==> config.mk <==
export PLATFORM = sky130hd
export DESIGN_NAME = port9_regs
export DESIGN_NICKNAME = d
export VERILOG_FILES = /design/src/port9_pkg.sv /design/src/port9_regs.sv
export VERILOG_INCLUDE_DIRS = /design/src
export SDC_FILE = /design/constraint.sdc
export NUM_CORES = 1
export LEC_CHECK = 0
export ABC_AREA = 1
export BUFFER_PORTS_ARGS = -buffer_cell sky130_fd_sc_hd__buf_2
export CORE_ASPECT_RATIO = 1.4
export CORE_MARGIN = 5
export CORE_UTILIZATION = 53
export CTS_BUF_LIST = sky130_fd_sc_hd__clkbuf_8
export DETAILED_ROUTE_END_ITERATION = 12
export GPL_ROUTABILITY_DRIVEN = 0
export GPL_TIMING_DRIVEN = 0
export PLACE_DENSITY = 0.95
export SETUP_SLACK_MARGIN = 0.3
export SYNTH_ARGS = -nofsm -noshare
export SYNTH_HDL_FRONTEND = slang
export SYNTH_SLANG_ARGS = --single-unit
==> constraint.sdc <==
create_clock -name mclk -period 5 [get_ports mclk]
set_input_delay 1 -clock mclk [delete_from_list [all_inputs] [get_ports mclk]]
set_output_delay 1 -clock mclk [all_outputs]
set_load 0.02 [all_outputs]
==> src/port9_defs.svh <==
// register indices, field masks and reset values of the port block
`ifndef PORT9_DEFS_SVH
`define PORT9_DEFS_SVH

// register indices; the byte address on the bus is four times the index
`define IDX_PU_WORD   32'h0FFFFC52
`define IDX_PU_HIGH   32'h0FFFFC53
`define IDX_SPD_DATA  32'hFFFFF00E
`define IDX_SPD_DIR   32'hFFFFF02E
`define IDX_FALL_SEL  32'hFFFFFC13
`define IDX_RISE_SEL  32'hFFFFFC33
`define IDX_FUNC_CTL  32'hFFFFF472

`define PU_RST        16'h0000
`define PU_FULL_MASK  16'hFFFF
`define PU_SMALL_MASK 16'hE3C3
`define SEL_RST       3'h0
`define SEL_LSB       5
`define FUNC_RST      3'h0
`define FUNC_LSB      13
`define SPD_DATA_RST  4'h0
`define SPD_OE_RST    4'h0

`define RESP_OKAY     2'h0
`define RESP_SLVERR   2'h2

`endif

==> src/port9_pkg.sv <==
// types shared by the port block and its bench
package port9_pkg;

    typedef enum logic [1:0] {
        EDGE_NONE,
        EDGE_RISE,
        EDGE_FALL,
        EDGE_BOTH
    } edge_mode_t;

    typedef struct packed {
        logic [3:0] out;
        logic [3:0] oe;
    } spd_drive_t;

    typedef struct packed {
        logic [2:0] out;
        logic [2:0] oe;
    } addr_drive_t;

endpackage

==> src/port9_regs.sv <==
// pull-up, edge select and simple i/o port logic behind an axi4-lite slave
//
// Summary of operation
// - each pull-up bit connects its pin pull-up when set; resets to zero
// - pull-up word is one 16-bit register; low and high bytes byte-accessible
// - upper pull-up bits reach through the high-byte register, bits 0 to 7
// - small variants implement pull-up bits 0,1,6-9,13-15 only; rest zero
// - falling/rising pair picks edge: none, rising, falling or both
// - falling select register: 8 bits, resets 00H, bits 5-7 only
// - rising select register: 8 bits, resets 00H, bits 5-7 only
// - select bits 5, 6, 7 steer interrupt inputs four, five, six
// - pins 13-15 are interrupt inputs if function bit set, else address out
// - simple port has four pins on largest variant only, no pull-up
// - simple port data: 8 bits, bits 0-3 data, bits 4-7 read zero
// - input mode: read gives live pin, write only loads the latch
// - output mode: read gives latch, write drives pin at once
// - direction register selects input or output per simple port pin
`include "port9_defs.svh"

module port9_regs #(
    parameter bit LARGE_VARIANT = 1'b1
) (
    input  wire logic                  mclk,
    input  wire logic                  resetn,
    input  wire logic [31:0]           s_axi_awaddr,
    input  wire logic                  s_axi_awvalid,
    output logic                       s_axi_awready,
    input  wire logic [31:0]           s_axi_wdata,
    input  wire logic [3:0]            s_axi_wstrb,
    input  wire logic                  s_axi_wvalid,
    output logic                       s_axi_wready,
    output logic [1:0]                 s_axi_bresp,
    output logic                       s_axi_bvalid,
    input  wire logic                  s_axi_bready,
    input  wire logic [31:0]           s_axi_araddr,
    input  wire logic                  s_axi_arvalid,
    output logic                       s_axi_arready,
    output logic [31:0]                s_axi_rdata,
    output logic [1:0]                 s_axi_rresp,
    output logic                       s_axi_rvalid,
    input  wire logic                  s_axi_rready,
    output logic [15:0]                pullup_en,
    input  wire logic [2:0]            ext_irq_in,
    output logic [2:0]                 ext_irq_event,
    input  wire logic [2:0]            addr_hi_src,
    output port9_pkg::addr_drive_t     addr_hi_pins,
    input  wire logic [3:0]            spd_in,
    output port9_pkg::spd_drive_t      spd_pins
);

    localparam logic [15:0] PU_IMPL =
        LARGE_VARIANT ? `PU_FULL_MASK : `PU_SMALL_MASK;

    function automatic logic hit(input logic [31:0] a, input logic [31:0] idx);
        hit = (a[31:2] == idx[29:0]);
    endfunction

    function automatic logic mapped(input logic [31:0] a);
        mapped = hit(a, `IDX_PU_WORD) || hit(a, `IDX_PU_HIGH)
              || hit(a, `IDX_FALL_SEL) || hit(a, `IDX_RISE_SEL)
              || hit(a, `IDX_FUNC_CTL) || hit(a, `IDX_SPD_DATA)
              || hit(a, `IDX_SPD_DIR);
    endfunction

    logic [1:0]  rst_pipe_r;
    logic        rst_sync_n;
    logic [31:0] aw_addr_r;
    logic [31:0] w_data_r;
    logic [3:0]  w_strb_r;
    logic        aw_held_r;
    logic        w_held_r;
    logic        wr_go;
    logic [15:0] pu_r;
    logic [2:0]  fall_r;
    logic [2:0]  rise_r;
    logic [2:0]  func_r;
    logic [3:0]  spd_lat_r;
    logic [3:0]  spd_oe_r;
    logic [3:0]  spd_rd;
    logic [31:0] rd_nxt;
    logic [2:0]  irq_prev_r;
    logic [2:0]  event_nxt;
    logic [2:0]  event_r;
    logic [2:0]  a_out_r;
    logic [2:0]  a_oe_r;

    // reset is released through two flops so every flop on rst_sync_n leaves reset together
    always_ff @(posedge mclk or negedge resetn)
    begin
        if (!resetn)
            rst_pipe_r <= 2'h0;
        else
            rst_pipe_r <= {rst_pipe_r[0], 1'b1};
    end
    assign rst_sync_n = rst_pipe_r[1];

    // write channels are held independently; the write lands once both exist
    always_ff @(posedge mclk or negedge rst_sync_n)
    begin
        if (!rst_sync_n)
        begin
            aw_held_r     <= 1'b0;
            w_held_r      <= 1'b0;
            aw_addr_r     <= 32'h0;
            w_data_r      <= 32'h0;
            w_strb_r      <= 4'h0;
            s_axi_awready <= 1'b0;
            s_axi_wready  <= 1'b0;
            s_axi_bvalid  <= 1'b0;
            s_axi_bresp   <= `RESP_OKAY;
        end
        else
        begin
            s_axi_awready <= !aw_held_r && !(s_axi_awvalid && s_axi_awready);
            s_axi_wready  <= !w_held_r && !(s_axi_wvalid && s_axi_wready);
            if (s_axi_awvalid && s_axi_awready)
            begin
                aw_held_r <= 1'b1;
                aw_addr_r <= s_axi_awaddr;
            end
            if (s_axi_wvalid && s_axi_wready)
            begin
                w_held_r <= 1'b1;
                w_data_r <= s_axi_wdata;
                w_strb_r <= s_axi_wstrb;
            end
            if (wr_go)
            begin
                s_axi_bvalid <= 1'b1;
                s_axi_bresp  <= mapped(aw_addr_r) ? `RESP_OKAY : `RESP_SLVERR;
            end
            else if (s_axi_bvalid && s_axi_bready)
            begin
                s_axi_bvalid <= 1'b0;
                aw_held_r    <= 1'b0;
                w_held_r     <= 1'b0;
            end
        end
    end
    assign wr_go = aw_held_r && w_held_r && !s_axi_bvalid;

    always_ff @(posedge mclk or negedge rst_sync_n)
    begin
        if (!rst_sync_n)
            pu_r <= `PU_RST;
        else if (wr_go && hit(aw_addr_r, `IDX_PU_WORD))
        begin
            if (w_strb_r[0])
                pu_r[7:0] <= w_data_r[7:0] & PU_IMPL[7:0];
            if (w_strb_r[1])
                pu_r[15:8] <= w_data_r[15:8] & PU_IMPL[15:8];
        end
        else if (wr_go && hit(aw_addr_r, `IDX_PU_HIGH) && w_strb_r[0])
            pu_r[15:8] <= w_data_r[7:0] & PU_IMPL[15:8];
    end
    assign pullup_en = pu_r;

    // only bits 5 to 7 are stored
    always_ff @(posedge mclk or negedge rst_sync_n)
    begin
        if (!rst_sync_n)
        begin
            fall_r <= `SEL_RST;
            rise_r <= `SEL_RST;
        end
        else if (wr_go && w_strb_r[0])
        begin
            if (hit(aw_addr_r, `IDX_FALL_SEL))
                fall_r <= w_data_r[`SEL_LSB +: 3];
            if (hit(aw_addr_r, `IDX_RISE_SEL))
                rise_r <= w_data_r[`SEL_LSB +: 3];
        end
    end

    // function bits 13 to 15 of the function control word
    always_ff @(posedge mclk or negedge rst_sync_n)
    begin
        if (!rst_sync_n)
            func_r <= `FUNC_RST;
        else if (wr_go && hit(aw_addr_r, `IDX_FUNC_CTL) && w_strb_r[1])
            func_r <= w_data_r[`FUNC_LSB +: 3];
    end

    // simple port exists only on the large variant
    always_ff @(posedge mclk or negedge rst_sync_n)
    begin
        if (!rst_sync_n)
        begin
            spd_lat_r <= `SPD_DATA_RST;
            spd_oe_r  <= `SPD_OE_RST;
        end
        else if (LARGE_VARIANT && wr_go && w_strb_r[0])
        begin
            if (hit(aw_addr_r, `IDX_SPD_DATA))
                spd_lat_r <= w_data_r[3:0];
            if (hit(aw_addr_r, `IDX_SPD_DIR))
                spd_oe_r <= ~w_data_r[3:0];
        end
    end
    // latch and enable drive the pins directly, so a write shows at once
    assign spd_pins = '{out: spd_lat_r, oe: spd_oe_r};

    // input bits read the pin, output bits read the latch
    assign spd_rd = LARGE_VARIANT
        ? ((spd_in & ~spd_oe_r) | (spd_lat_r & spd_oe_r)) : 4'h0;

    // data bits 4 to 7 read zero
    always_comb
    begin
        rd_nxt = 32'h0;
        if (hit(s_axi_araddr, `IDX_PU_WORD))
            rd_nxt = {16'h0, pu_r};
        else if (hit(s_axi_araddr, `IDX_PU_HIGH))
            rd_nxt = {24'h0, pu_r[15:8]};
        else if (hit(s_axi_araddr, `IDX_FALL_SEL))
            rd_nxt = {24'h0, fall_r, 5'h0};
        else if (hit(s_axi_araddr, `IDX_RISE_SEL))
            rd_nxt = {24'h0, rise_r, 5'h0};
        else if (hit(s_axi_araddr, `IDX_FUNC_CTL))
            rd_nxt = {16'h0, func_r, 13'h0};
        else if (hit(s_axi_araddr, `IDX_SPD_DATA))
            rd_nxt = {28'h0, spd_rd};
        else if (hit(s_axi_araddr, `IDX_SPD_DIR))
            rd_nxt = {28'h0, LARGE_VARIANT ? ~spd_oe_r : 4'h0};
    end

    always_ff @(posedge mclk or negedge rst_sync_n)
    begin
        if (!rst_sync_n)
        begin
            s_axi_arready <= 1'b0;
            s_axi_rvalid  <= 1'b0;
            s_axi_rdata   <= 32'h0;
            s_axi_rresp   <= `RESP_OKAY;
        end
        else if (s_axi_arvalid && s_axi_arready)
        begin
            s_axi_arready <= 1'b0;
            s_axi_rvalid  <= 1'b1;
            s_axi_rdata   <= rd_nxt;
            s_axi_rresp   <= mapped(s_axi_araddr) ? `RESP_OKAY : `RESP_SLVERR;
        end
        else if (s_axi_rvalid && s_axi_rready)
            s_axi_rvalid <= 1'b0;
        else if (!s_axi_rvalid)
            s_axi_arready <= 1'b1;
    end

    // pins are taken as synchronous, one flop of history is enough
    always_ff @(posedge mclk or negedge rst_sync_n)
    begin
        if (!rst_sync_n)
            irq_prev_r <= 3'h0;
        else
            irq_prev_r <= ext_irq_in;
    end

    genvar i;
    generate
        for (i = 0; i < 3; i++)
        begin : g_edge
            port9_pkg::edge_mode_t mode;
            logic                  rose;
            logic                  fell;
            assign rose = ext_irq_in[i] && !irq_prev_r[i];
            assign fell = !ext_irq_in[i] && irq_prev_r[i];
            // select pair picks the edge for this input
            always_comb
            begin
                mode = port9_pkg::edge_mode_t'({fall_r[i], rise_r[i]});
                unique case (mode)
                    port9_pkg::EDGE_NONE: event_nxt[i] = 1'b0;
                    port9_pkg::EDGE_RISE: event_nxt[i] = rose;
                    port9_pkg::EDGE_FALL: event_nxt[i] = fell;
                    port9_pkg::EDGE_BOTH: event_nxt[i] = rose || fell;
                endcase
            end

        end
    endgenerate

    // interrupt function gates the events; otherwise address output
    always_ff @(posedge mclk or negedge rst_sync_n)
    begin
        if (!rst_sync_n)
        begin
            event_r <= 3'h0;
            a_out_r <= 3'h0;
            a_oe_r  <= 3'h0;
        end
        else
        begin
            event_r <= event_nxt & func_r;
            a_out_r <= addr_hi_src;
            a_oe_r  <= ~func_r;
        end
    end
    assign ext_irq_event = event_r;
    assign addr_hi_pins  = '{out: a_out_r, oe: a_oe_r};
endmodule

### Word level (Yosys, flattened, before mapping)

Index checks and enable logic that the tools add are counted.

* bits in read-only memories: 0
* memories: 0
* latch bits: 0
* input port bits: 117
* register bits: 140
* output and inout bits: 74
* memory bits (writable): 0
* logic and storage cells: 146

* $lt $le $gt $ge: 0
* divide/modulo/power cells: 0
* shifts and indexed selects: 0
* bitwise logic cells: 7
* mux-type cells: 28
* $add $sub $neg: 0
* reductions and logical operators: 60
* multipliers: 0
* equal/unequal tests: 26

Operators by type and width (count)
* $eq A30 B30 Y1 const B: 10
* $eq A30 B28 Y1 const B: 4
* $mux W16: 5
* $mux W8: 3
* $logic_and A1 B1 Y1: 21
* $logic_or A1 B1 Y1: 15
* $reduce_and A2 Y1: 7
* $mux W1: 13
* $eq A2 B2 Y1 const B: 6
* $pmux W1 S4: 3
* $logic_not A1 Y1: 11
* $and A4 B4 Y4: 2
* $mux W4: 2
* $not A4 Y4: 2
* $eq A2 B1 Y1 const B: 3
* $logic_not A2 Y1: 3
* $reduce_bool A2 Y1: 3
* $mux W2: 2
* $ne A2 B2 Y1 const B: 2
* $or A4 B4 Y4: 1
* $and A3 B3 Y3: 1
* $not A3 Y3: 1
* $ne A2 B1 Y1 const B: 1

### Depth between registers and ports, before layout

Gate-level depths: netlist (run 1).

* word-level depth: 9
* depth in mapped cells: 12
* depth with buffers taken out: 11

### Worst setup path after synthesis (run 1)

OpenSTA, ideal clock, no wires.

* path kind: input to register
* start point: in s_axi_araddr[27]
* end point: reg s_axi_rdata[2]
* stages on the path: 9
* path slack: 2.980 ns
* path buffers: 1
* data required time: 4.934 ns
* data arrival time: 1.955 ns
* cell sequence: nand2_1 nor2_1 nand2_1 nor2_2 buf_2 nand3_1 nand4_1 nand2_1 nand2_1

* word-level cells in the longest chain between the ends: 8
* elaborated cells between the ends (all ways): 14
* classes of those cells: eq/ne (7); mux (7)

RTL lines
* start: declaration: RTL line port9_regs.sv:35 `input wire logic [31:0] s_axi_araddr,`
* $eq A30 B30 Y1: RTL line port9_regs.sv:55 `hit = (a[31:2] == idx[29:0]);`
* $mux W4: RTL line port9_regs.sv:223 `` else if (hit(s_axi_araddr, `IDX_SPD_DIR)) ``
* $mux W4: RTL line port9_regs.sv:221 `` else if (hit(s_axi_araddr, `IDX_SPD_DATA)) ``
* $mux W16: RTL line port9_regs.sv:219 `` else if (hit(s_axi_araddr, `IDX_FUNC_CTL)) ``
* $mux W16: RTL line port9_regs.sv:217 `` else if (hit(s_axi_araddr, `IDX_RISE_SEL)) ``
* $mux W16: RTL line port9_regs.sv:215 `` else if (hit(s_axi_araddr, `IDX_FALL_SEL)) ``
* $mux W16: RTL line port9_regs.sv:213 `` else if (hit(s_axi_araddr, `IDX_PU_HIGH)) ``
* $mux W16 (*): RTL line port9_regs.sv:211 `` if (hit(s_axi_araddr, `IDX_PU_WORD)) ``
* end signal: assignment: RTL line port9_regs.sv:240 `s_axi_rdata <= rd_nxt;`
* end: declaration: RTL line port9_regs.sv:38 `output logic [31:0] s_axi_rdata,`

Every way passes the cells marked *; elsewhere a longest branch is shown, timed or not.
A chain may end at the register's enable or synchronous reset.

### Worst setup path in the final report (run 1)

* start point: reg pu_r[12] (netlist: pullup_en[12])
* end point: out pullup_en[12]

RTL lines
* start: declaration: RTL line port9_regs.sv:73 `logic [15:0] pu_r;`
* start signal: assignment: RTL line port9_regs.sv:145 `` pu_r <= `PU_RST; ``
* start signal: assignment: RTL line port9_regs.sv:151 `pu_r[15:8] <= w_data_r[15:8] & PU_IMPL[15:8];`
* start signal: assignment: RTL line port9_regs.sv:154 `pu_r[15:8] <= w_data_r[7:0] & PU_IMPL[15:8];`
* end: declaration: RTL line port9_regs.sv:42 `output logic [15:0] pullup_en,`

No word-level cell between the ends.

==> results of run 1 <==
[cell usage after synthesis]
library cell and count:
buf_4 19, nor3b_1 1, nor3_4 1, inv_1 58, nand4_1 23, nand2_1 290, and3_1 1, o21ai_1 31
clkinv_1 1, nand4_4 3, nor2_1 54, conb_1 2, inv_2 13, ha_1 6, clkbuf_1 10, and2_1 1
nand2_2 2, nand3_2 1, dfrtp_1 120, nor2_8 1, nor3_1 2, nor2_4 4, a21oi_1 6, nand2_4 1
buf_1 2, nand3b_1 2, o21ai_0 31, nor2_2 5, buf_2 4, buf_8 1, nand3_1 56, nand3_4 1
[per-stage QoR]
step	instance area, sq um	util [%]	hold slack, ns	cells
after floorplan	5971	-	0.3312	770
after global placement	6898	63.48	0.3344	1061
after detailed placement	6929	63.77	0.3410	1062
after CTS	7350	67.63	0.3094	1094
after global routing	7350	67.63	0.3070	1094
final	7350	67.63	0.3293	1094
[state kept, by name, indices dropped and copies added, names as in the netlist, 4 cells and up]
signal / cells
s_axi_rdata: 16
w_data_r: 16
pullup_en: 16
spd_lat_r: 4
spd_oe_r: 4
aw_addr_r: 30
[layout make-up]
| type | instances | share of cell area, % |
|---|---|---|
| sequential | 120 | 40.91 |
| buffer | 36 | 3.030 |
| timing repair buffer | 151 | 10.59 |
| clock buffer | 17 | 3.184 |
| multi-input combinational | 542 | 33.67 |
| tap | 141 | 2.400 |
| clock inverter | 15 | 2.537 |
| inverter | 72 | 3.677 |
[worst min-delay path by stage]
stage	cells past startpoint	end	from
CTS	1	rst_pipe_r[1]	resetn
global placement	0	rst_pipe_r[1]	rst_pipe_r[0]
global route	1	rst_pipe_r[1]	resetn
floorplan	0	rst_pipe_r[1]	rst_pipe_r[0]
finish	1	rst_pipe_r[1]	resetn
detailed placement	0	rst_pipe_r[1]	rst_pipe_r[0]
[routing by layer]
| layer | up-vias | routed length, microns | global-route usage, % |
|---|---|---|---|
| met3 | 37 | 1122 | 5.840 |
| li1 | 2733 | - | - |
| met2 | 229 | 8008 | 41.37 |
| met4 | 0 | 446 | 11.16 |
| met5 | - | 0 | 0 |
| met1 | 2512 | 5556 | 24.80 |
[where the power goes]
group	switching [W]	internal [W]	total, W
combinational	0.000450	0.000216	0.000667
sequential	0.000170	0.00119	0.00136
clock	0.000391	0.000535	0.000926
[kinds of logic (layout without fill, tap and decap cells)]
family | Yosys count | in the layout | share of synthesized area, %
other cells | 2 | 19 | 0.1271
flops | 120 | 120 | 50.84
compound gates | 68 | 68 | 5.762
buf+inv | 108 | 291 | 8.346
simple gates | 449 | 449 | 33.66
fa+ha+maj | 6 | 6 | 1.271
==> impl_metrics.toml, run 1 <==
[outcome]
status = "finished clean"

[floorplan]
die_y_microns = 134.9
num_io_pins = 191
core_area_sq_um = 10870
initial_core_util_pct = 54.36
fp-row-count = 45
die-area_sq_um = 13390
dieWidth_microns = 99.23

[worst_setup_path]
crit_path_end = "pullup_en[12]"
crit_type = "register to output pin"
crit_arrival_ns = 1.10
cp-start-kind = "register"
cp.depth = 1
regToRegEndpoint = "spd_oe_r[3]"
required_ns = 4.00
cp_num_buf_inv = 1
rrSetupSlack_ns = 3.25
crit_family = "flip-flops"
cp-startpoint = "pullup_en[12]"
crit_path_max_fanout = 4
cpMaxStageDelayCell = "dfrtp_1"
r2r-start = "aw_addr_r[25]"
slowest_delay_ns = 0.45
worst-r2r-cell-count = 7
path_cells = "buf_2"
worstSetupEndpointType = "output pin"

[yosys]
ys_top_cells_by_area = "dfrtp_1 51%, nand2_1 18%, nand3_1 4.7%"
synth_top_area_share_pct = 50.84
synth.distinct_cells = 32
syn_inst = 753
synth_seq_cells = 120
ys_warn_count = 0
syn_area_sq_um = 5907
synth_top_area_cell = "dfrtp_1"
synth-seq-area-share_pct = 50.84
postSynthAreaPerCell_sq_um = 7.845

[place]
numPortBuffers = 150
pre_cts_slack_ns = 2.615
dp_hpwl_microns = 11760

[finish]
multi_input_area_sq_um = 2475
diodes = 0
syn2layout_area_growth_pct = 24.42
regArea_sq_um = 3007
fillers = 890
mostFrequentLayoutCell = "nand2_1"
layout.nets = 1063
final_cell_mix = "290 x nand2_1, 154 x buf_2, 119 x dfrtp_1, 60 x inv_1, 56 x nand3_1"
layout-drive-gt1-share_pct = 24.97

[sta]
worstMarginPinSlew_ns = 0.6193
totalNegativeSetupSlack_ns = 0
finalCriticalPeriod_ns = 2.104
fin_skew_ns = 0.009184
grt_setup_unrepaired = "false"
finalWorstSetupSlack_ns = 2.896
finalHoldViolCount = 0
post-route-period-util_pct = 42.08
slew_headroom_pct = 58.71
finalSetupViolations = 0
report.final.slew_viol_count = 0
fmax_mhz = 475.3

[power_and_ir_drop]
power_density_nw_per_um2 = 402.2
p_leak_nw = 3.939
finalPower_w = 0.002956
peakVddDrop_uv = 293.4

[clock_network]
root_buffer = "clkbuf_8"
cts_made_buffers = 17
cts_htree_levels = 4
post_cts_resized = 0
cts.clk_slew.worst_paths_ns = 0.07
cts_tree = "built"
clock_path_buffers = 2
cts_setup_buffers = 0
clock-sinks = 120
clock_latency_ns = 0.44
cts_hold_buf = 0

[drt]
viasPerCell = 5.037
initialDrtViolationCount = 319
via_count = 5511
post-route-drc-count = 0
detail_route.first_pass.iterations = 6
routed_wl_microns = 15130
postRouteAntennaNets = 0
wl_per_cell_microns = 13.83

[grt]
grt.overflow.total = 0
grt_max_degree = 73
first_global_vias = 5456
grt_pass1_wl_microns = 24670
antenna_found_initial = 0
grt_usage_pct = 22.97

[job]
drv_cap = 0

[hold_path]
hold_path.class = "primary input to asynchronous set/reset pin"
(Power assumes the default switching activity.)
==> run 2: changes to the inputs <==
Settings changed: ABC_AREA 1 to 0, CORE_UTILIZATION 53 to 52.
Clock period 5 ns to 2.2 ns, I/O delays scaled along.
==> impl_metrics.toml, run 2 <==
[grt]
grt_pass1_wl_microns = 24120
antenna_found_initial = 1
grt_usage_pct = 23.59
grt_max_degree = 119
first_global_vias = 4832
grt.overflow.total = 0

[clock_network]
cts.clk_slew.worst_paths_ns = 0.07
cts_tree = "built"
clock_latency_ns = 0.43
clock-sinks = 120
clock_path_buffers = 2
root_buffer = "clkbuf_8"
cts_made_buffers = 17
cts_htree_levels = 4

[drt]
routed_wl_microns = 15150
viasPerCell = 5.405
detail_route.first_pass.iterations = 4
initialDrtViolationCount = 241
wl_per_cell_microns = 18.50
post-route-drc-count = 0
via_count = 4427
postRouteAntennaNets = 0

[floorplan]
core_area_sq_um = 10350
fp-row-count = 44
num_io_pins = 191
die_y_microns = 131.7
initial_core_util_pct = 53.16
die-area_sq_um = 12770
dieWidth_microns = 96.93

[place]
numPortBuffers = 149
dpl_cell_area_sq_um = 6559
place_inst = 768
pre_cts_slack_ns = -0.2722
dp_hpwl_microns = 11080

[sta]
report.final.slew_viol_count = 0
post-route-period-util_pct = 102.7
worstMarginPinSlew_ns = 0.6922
fmax_mhz = 442.6
slew_headroom_pct = 53.85
grt_setup_unrepaired = "true"
finalCriticalPeriod_ns = 2.259
finalHoldViolCount = 0
finalWorstSetupSlack_ns = -0.05919
finalSetupViolations = 13
worst_hold_slack_ns = 0.1142
fin_skew_ns = 0.01088

[finish]
syn2layout_area_growth_pct = 35.23
layout.nets = 790
final_cell_mix = "147 x buf_2, 119 x dfrtp_1, 51 x mux2_2, 31 x buf_4, 28 x inv_1"
regArea_sq_um = 3007
final_cell_area_sq_um = 7440
layout-drive-gt1-share_pct = 48.97
largest_reg_flops = 30
mostFrequentLayoutCell = "buf_2"
top_register = "aw_addr_r"
fillers = 724
multi_input_area_sq_um = 2603
fin_cells = 819
utilization_pct = 71.88

[power_and_ir_drop]
p_leak_nw = 3.689
power_density_nw_per_um2 = 960.8
peakVddDrop_uv = 794.3

[worst_setup_path]
rrSetupSlack_ns = -0.06
cp-start-kind = "register"
slowest_delay_ns = 0.45
crit_type = "register to register"
required_ns = 2.51
cpMaxStageDelayCell = "nor4bb_2"
crit_arrival_ns = 2.57
path_cells = "nor4bb_2, nor4b_2, nand2_1, nor3_4, buf_12, mux2_4"
crit_path_max_fanout = 8
cp_num_buf_inv = 1
worstSetupEndpointType = "register"
crit_family = "simple AND/OR/NAND/NOR gates"

[yosys]
synth_top_area_cell = "dfrtp_1"
synth.distinct_cells = 49
syn_area_sq_um = 5502
synth-seq-area-share_pct = 54.58
synth_top_area_share_pct = 54.58
ys_warn_count = 0
yosysMostFrequentCell = "dfrtp_1"
synth_edf_count = 0
synth_top_flop_cell = "dfrtp_1"
async_flop_share_pct = 100.0
postSynthAreaPerCell_sq_um = 11.86
synthTopCellsByCount = "120 x dfrtp_1, 51 x mux2_2, 34 x nand2_1, 25 x nor2_1, 24 x inv_1"
ys_top_cells_by_area = "dfrtp_1 55%, mux2_2 10%, mux2_1 4.3%"
synth_seq_cells = 120
syn_inst = 464

[hold_path]
hold_path.class = "primary input to register"

[outcome]
status = "finished with violations"
violations = "negative setup slack"

[job]
drv_cap = 0
-- run 2: through the flow --
stage               total power [W]  TNS (ns)
floorplan                  0.004438         0
global placement           0.004898    -4.010
detailed placement         0.005035    -5.289
CTS                        0.007074         0
global route               0.007509    -2.136
finish                     0.007148   -0.4731
-- run 2: kinds of logic after synthesis --
logic type | share of synthesized area [%]
and+or+nand+nor | 14.87
DFF | 54.58
muxes | 18.74
buffers and inverters | 5.322
AOI/OAI and AO/OA | 4.981
adders and majority gates | 1.365
other | 0.1365
-- run 2: worst register-to-register path: cells and delay by family (launching register included) --
| family | cells | cell delay, ns |
|---|---|---|
| buffers and inverters | 1 | 0.17 |
| multiplexers | 1 | 0.30 |
| AND/OR/NAND/NOR | 4 | 1.24 |
| flip-flops | 1 | 0.42 |
-- run 2: final timing paths --
kind	start	cells after the start	end
worst max-delay path	aw_addr_r[5]	6	pullup_en[6]
worst min-delay path	addr_hi_src[1]	1	a_out_r[1]
worst max register to register	aw_addr_r[5]	6	pullup_en[6]
worst min register to register	rst_pipe_r[0]	0	rst_pipe_r[1]
max in group asynchronous	rst_pipe_r[1]	1	s_axi_bresp[1]
min in group asynchronous	resetn	2	rst_pipe_r[1]
-- run 2: final cells by class --
| cell class | count | share of cell area (%) |
|---|---|---|
| timing repair buffer | 167 | 12.58 |
| clock buffer | 19 | 3.515 |
| multi-input combinational | 303 | 34.98 |
| buffer | 34 | 3.095 |
| clock inverter | 13 | 1.850 |
| sequential | 120 | 40.41 |
| tap | 138 | 2.321 |
| inverter | 24 | 1.211 |
| antenna | 1 | 0.03364 |
-- run 2: repair_timing --
item,in CTS,in global routing
setup buffers,6,9
gates cloned,1,0
endpoints found under the hold margin,2,0
hold buffers,1,0
endpoints found under the setup margin,43,48
pin swaps,20,11
gates resized for setup,36,39
-- run 2: power breakdown --
| part | switching [W] | total (W) | internal, W | leakage [nW] |
|---|---|---|---|---|
| registers | 0.000521 | 0.00333 | 0.00281 | 1.47 |
| logic | 0.000926 | 0.00183 | 0.000903 | 2.00 |
| clock network | 0.000834 | 0.00199 | 0.00115 | 0.220 |
| total | 0.00228 | 0.00715 | 0.00487 | 3.69 |
-- run 2: metal layers --
| metal | up-vias | track usage (%) | routed length [microns] | part of all wire (%) |
|---|---|---|---|---|
| met5 | - | 0 | 11 | 0.073 |
| li1 | 2033 | - | - | - |
| met1 | 2172 | 22.98 | 5194 | 34 |
| met2 | 180 | 44.16 | 8403 | 55 |
| met3 | 40 | 7.476 | 1036 | 6.8 |
| met4 | 2 | 11.63 | 507 | 3.3 |
==> run 3: changes to the inputs <==
Settings changed: CORE_UTILIZATION 52 to 47, GPL_TIMING_DRIVEN 0 to not set, PLACE_DENSITY 0.95 to 0.91.
Clock period 2.2 ns to 1.9 ns, I/O delays scaled along.
==> impl_metrics.toml, run 3 (same netlist as run 2, synthesis figures left out) <==
[sta]
fmax_mhz = 459.4
slew_headroom_pct = 58.97
fin_skew_ns = 0.009554
finalWorstSetupSlack_ns = -0.2767
grt_setup_unrepaired = "true"
report.final.slew_viol_count = 0
finalHoldViolCount = 0
finalCriticalPeriod_ns = 2.177
finalSetupViolations = 18
worst_hold_slack_ns = 0.06437
post-route-period-util_pct = 114.6
worstMarginPinSlew_ns = 0.6139

[drt]
initialDrtViolationCount = 205
viasPerCell = 5.445
post-route-drc-count = 0
detail_route.first_pass.iterations = 5
via_count = 4536
postRouteAntennaNets = 0
wl_per_cell_microns = 18.82
routed_wl_microns = 15680

[clock_network]
cts.clk_slew.worst_paths_ns = 0.07
cts_tree = "built"
root_buffer = "clkbuf_8"
cts_made_buffers = 17
clock_path_buffers = 2
cts_htree_levels = 4
clock_latency_ns = 0.42
clock-sinks = 120

[grt]
grt_max_degree = 42
first_global_vias = 5010
antenna_found_initial = 1
grt.overflow.total = 0
grt_pass1_wl_microns = 24760
grt_usage_pct = 22.35

[finish]
fin_cells = 833
mostFrequentLayoutCell = "buf_2"
fillers = 833
final_cell_area_sq_um = 7635
layout.nets = 798
layout-drive-gt1-share_pct = 52.18
utilization_pct = 67.00
largest_reg_flops = 30
syn2layout_area_growth_pct = 38.78
final_cell_mix = "146 x buf_2, 119 x dfrtp_1, 51 x mux2_2, 44 x buf_4, 27 x nand2_1"
top_register = "aw_addr_r"

[floorplan]
core_area_sq_um = 11400
fp-row-count = 46
initial_core_util_pct = 48.28
die-area_sq_um = 14000
dieWidth_microns = 101.4
die_y_microns = 138.0
num_io_pins = 191

[worst_setup_path]
cpMaxStageDelayCell = "or4b_4"
required_ns = 2.20
rrSetupSlack_ns = -0.28
slowest_delay_ns = 0.56
r2r-start = "aw_addr_r[9]"
crit_type = "register to register"
worstSetupEndpointType = "register"
worst-r2r-cell-count = 6
crit_arrival_ns = 2.48
path_cells = "or4b_4, nor4_4, nand2_2, nor3_2, buf_4, mux2_1"
crit_path_max_fanout = 3
crit_family = "simple AND/OR/NAND/NOR gates"
cp-start-kind = "register"
regToRegEndpoint = "fall_r[2]"
cp_num_buf_inv = 1

[place]
numPortBuffers = 150
place_inst = 787
dpl_cell_area_sq_um = 6779
dp_hpwl_microns = 11700

[outcome]
status = "finished with violations"
violations = "negative setup slack"

[hold_path]
min-delay-start = "addr_hi_src[0]"
whs_path_depth = 1
worstHoldEndpoint = "a_out_r[0]"
hold_path.class = "primary input to register"

[job]
drv_cap = 0

[power_and_ir_drop]
finalPower_w = 0.008261
p_leak_nw = 3.762
power_density_nw_per_um2 = 1082
peakVddDrop_uv = 883.1
run 3: how the worst max path moves through the flow:
stage / from / depth (start not counted) / to / slack, ns
4_1_cts: aw_addr_r[9] / 6 / fall_r[0] / -0.28
3_5_place_dp: s_axi_araddr[12] / 6 / s_axi_rdata[1] / -0.50
2_1_floorplan: s_axi_araddr[12] / 6 / s_axi_rdata[1] / -0.26
3_3_place_gp: s_axi_araddr[12] / 6 / s_axi_rdata[2] / -0.37
6_report: aw_addr_r[9] / 6 / fall_r[2] / -0.28
5_1_grt: aw_addr_r[9] / 6 / fall_r[2] / -0.32
run 3: power breakdown:
group | internal [W] | total [W] | switching, W
Combinational | 0.00113 | 0.00224 | 0.00111
Sequential | 0.00325 | 0.00384 | 0.000583
Clock | 0.00118 | 0.00218 | 0.00100
Total | 0.00557 | 0.00826 | 0.00269
run 3: layer usage:
metal | vias up | global-route usage, % | wire (microns)
li1 | 2054 | - | -
met1 | 2214 | 23.88 | 5359
met2 | 211 | 39.07 | 8568
met3 | 55 | 7.599 | 1166
met4 | 2 | 9.944 | 571
met5 | - | 0 | 14
run 3: layout make-up:
cell class | count | area (sq um) | share of cell area [%]
Timing Repair Buffer | 209 | 1300 | 17.03
Tap cell | 144 | 180.2 | 2.360
Inverter | 24 | 90.09 | 1.180
Clock inverter | 14 | 135.1 | 1.770
Sequential cell | 120 | 3007 | 39.38
Antenna cell | 1 | 2.502 | 0.03278
Clock buffer | 18 | 247.7 | 3.245
Multi-Input combinational cell | 303 | 2673 | 35.00
run 3: stage by stage:
stage / TNS [ns] / worst slack (ns)
global route: -4.395 / -0.3178
CTS: -3.526 / -0.2803
finish: -3.496 / -0.2767
floorplan: -3.883 / -0.2593
global placement: -6.084 / -0.3701
detailed placement: -8.059 / -0.4979
run 3: timing repair:
item | in CTS | in global routing
hold buffers | 1 | 0
gates resized for setup | 38 | 31
pin swaps | 28 | 15
setup buffers | 6 | 6
setup endpoints to repair | 47 | 47
hold endpoints to repair | 2 | 0
run 3: worst reg2reg max path, stage by stage (launching register included):
cell and delay (ns):
dfrtp_1 0.38, or4b_4 0.56, nor4_4 0.31, nand2_2 0.15
nor3_2 0.19, buf_4 0.16, mux2_1 0.32
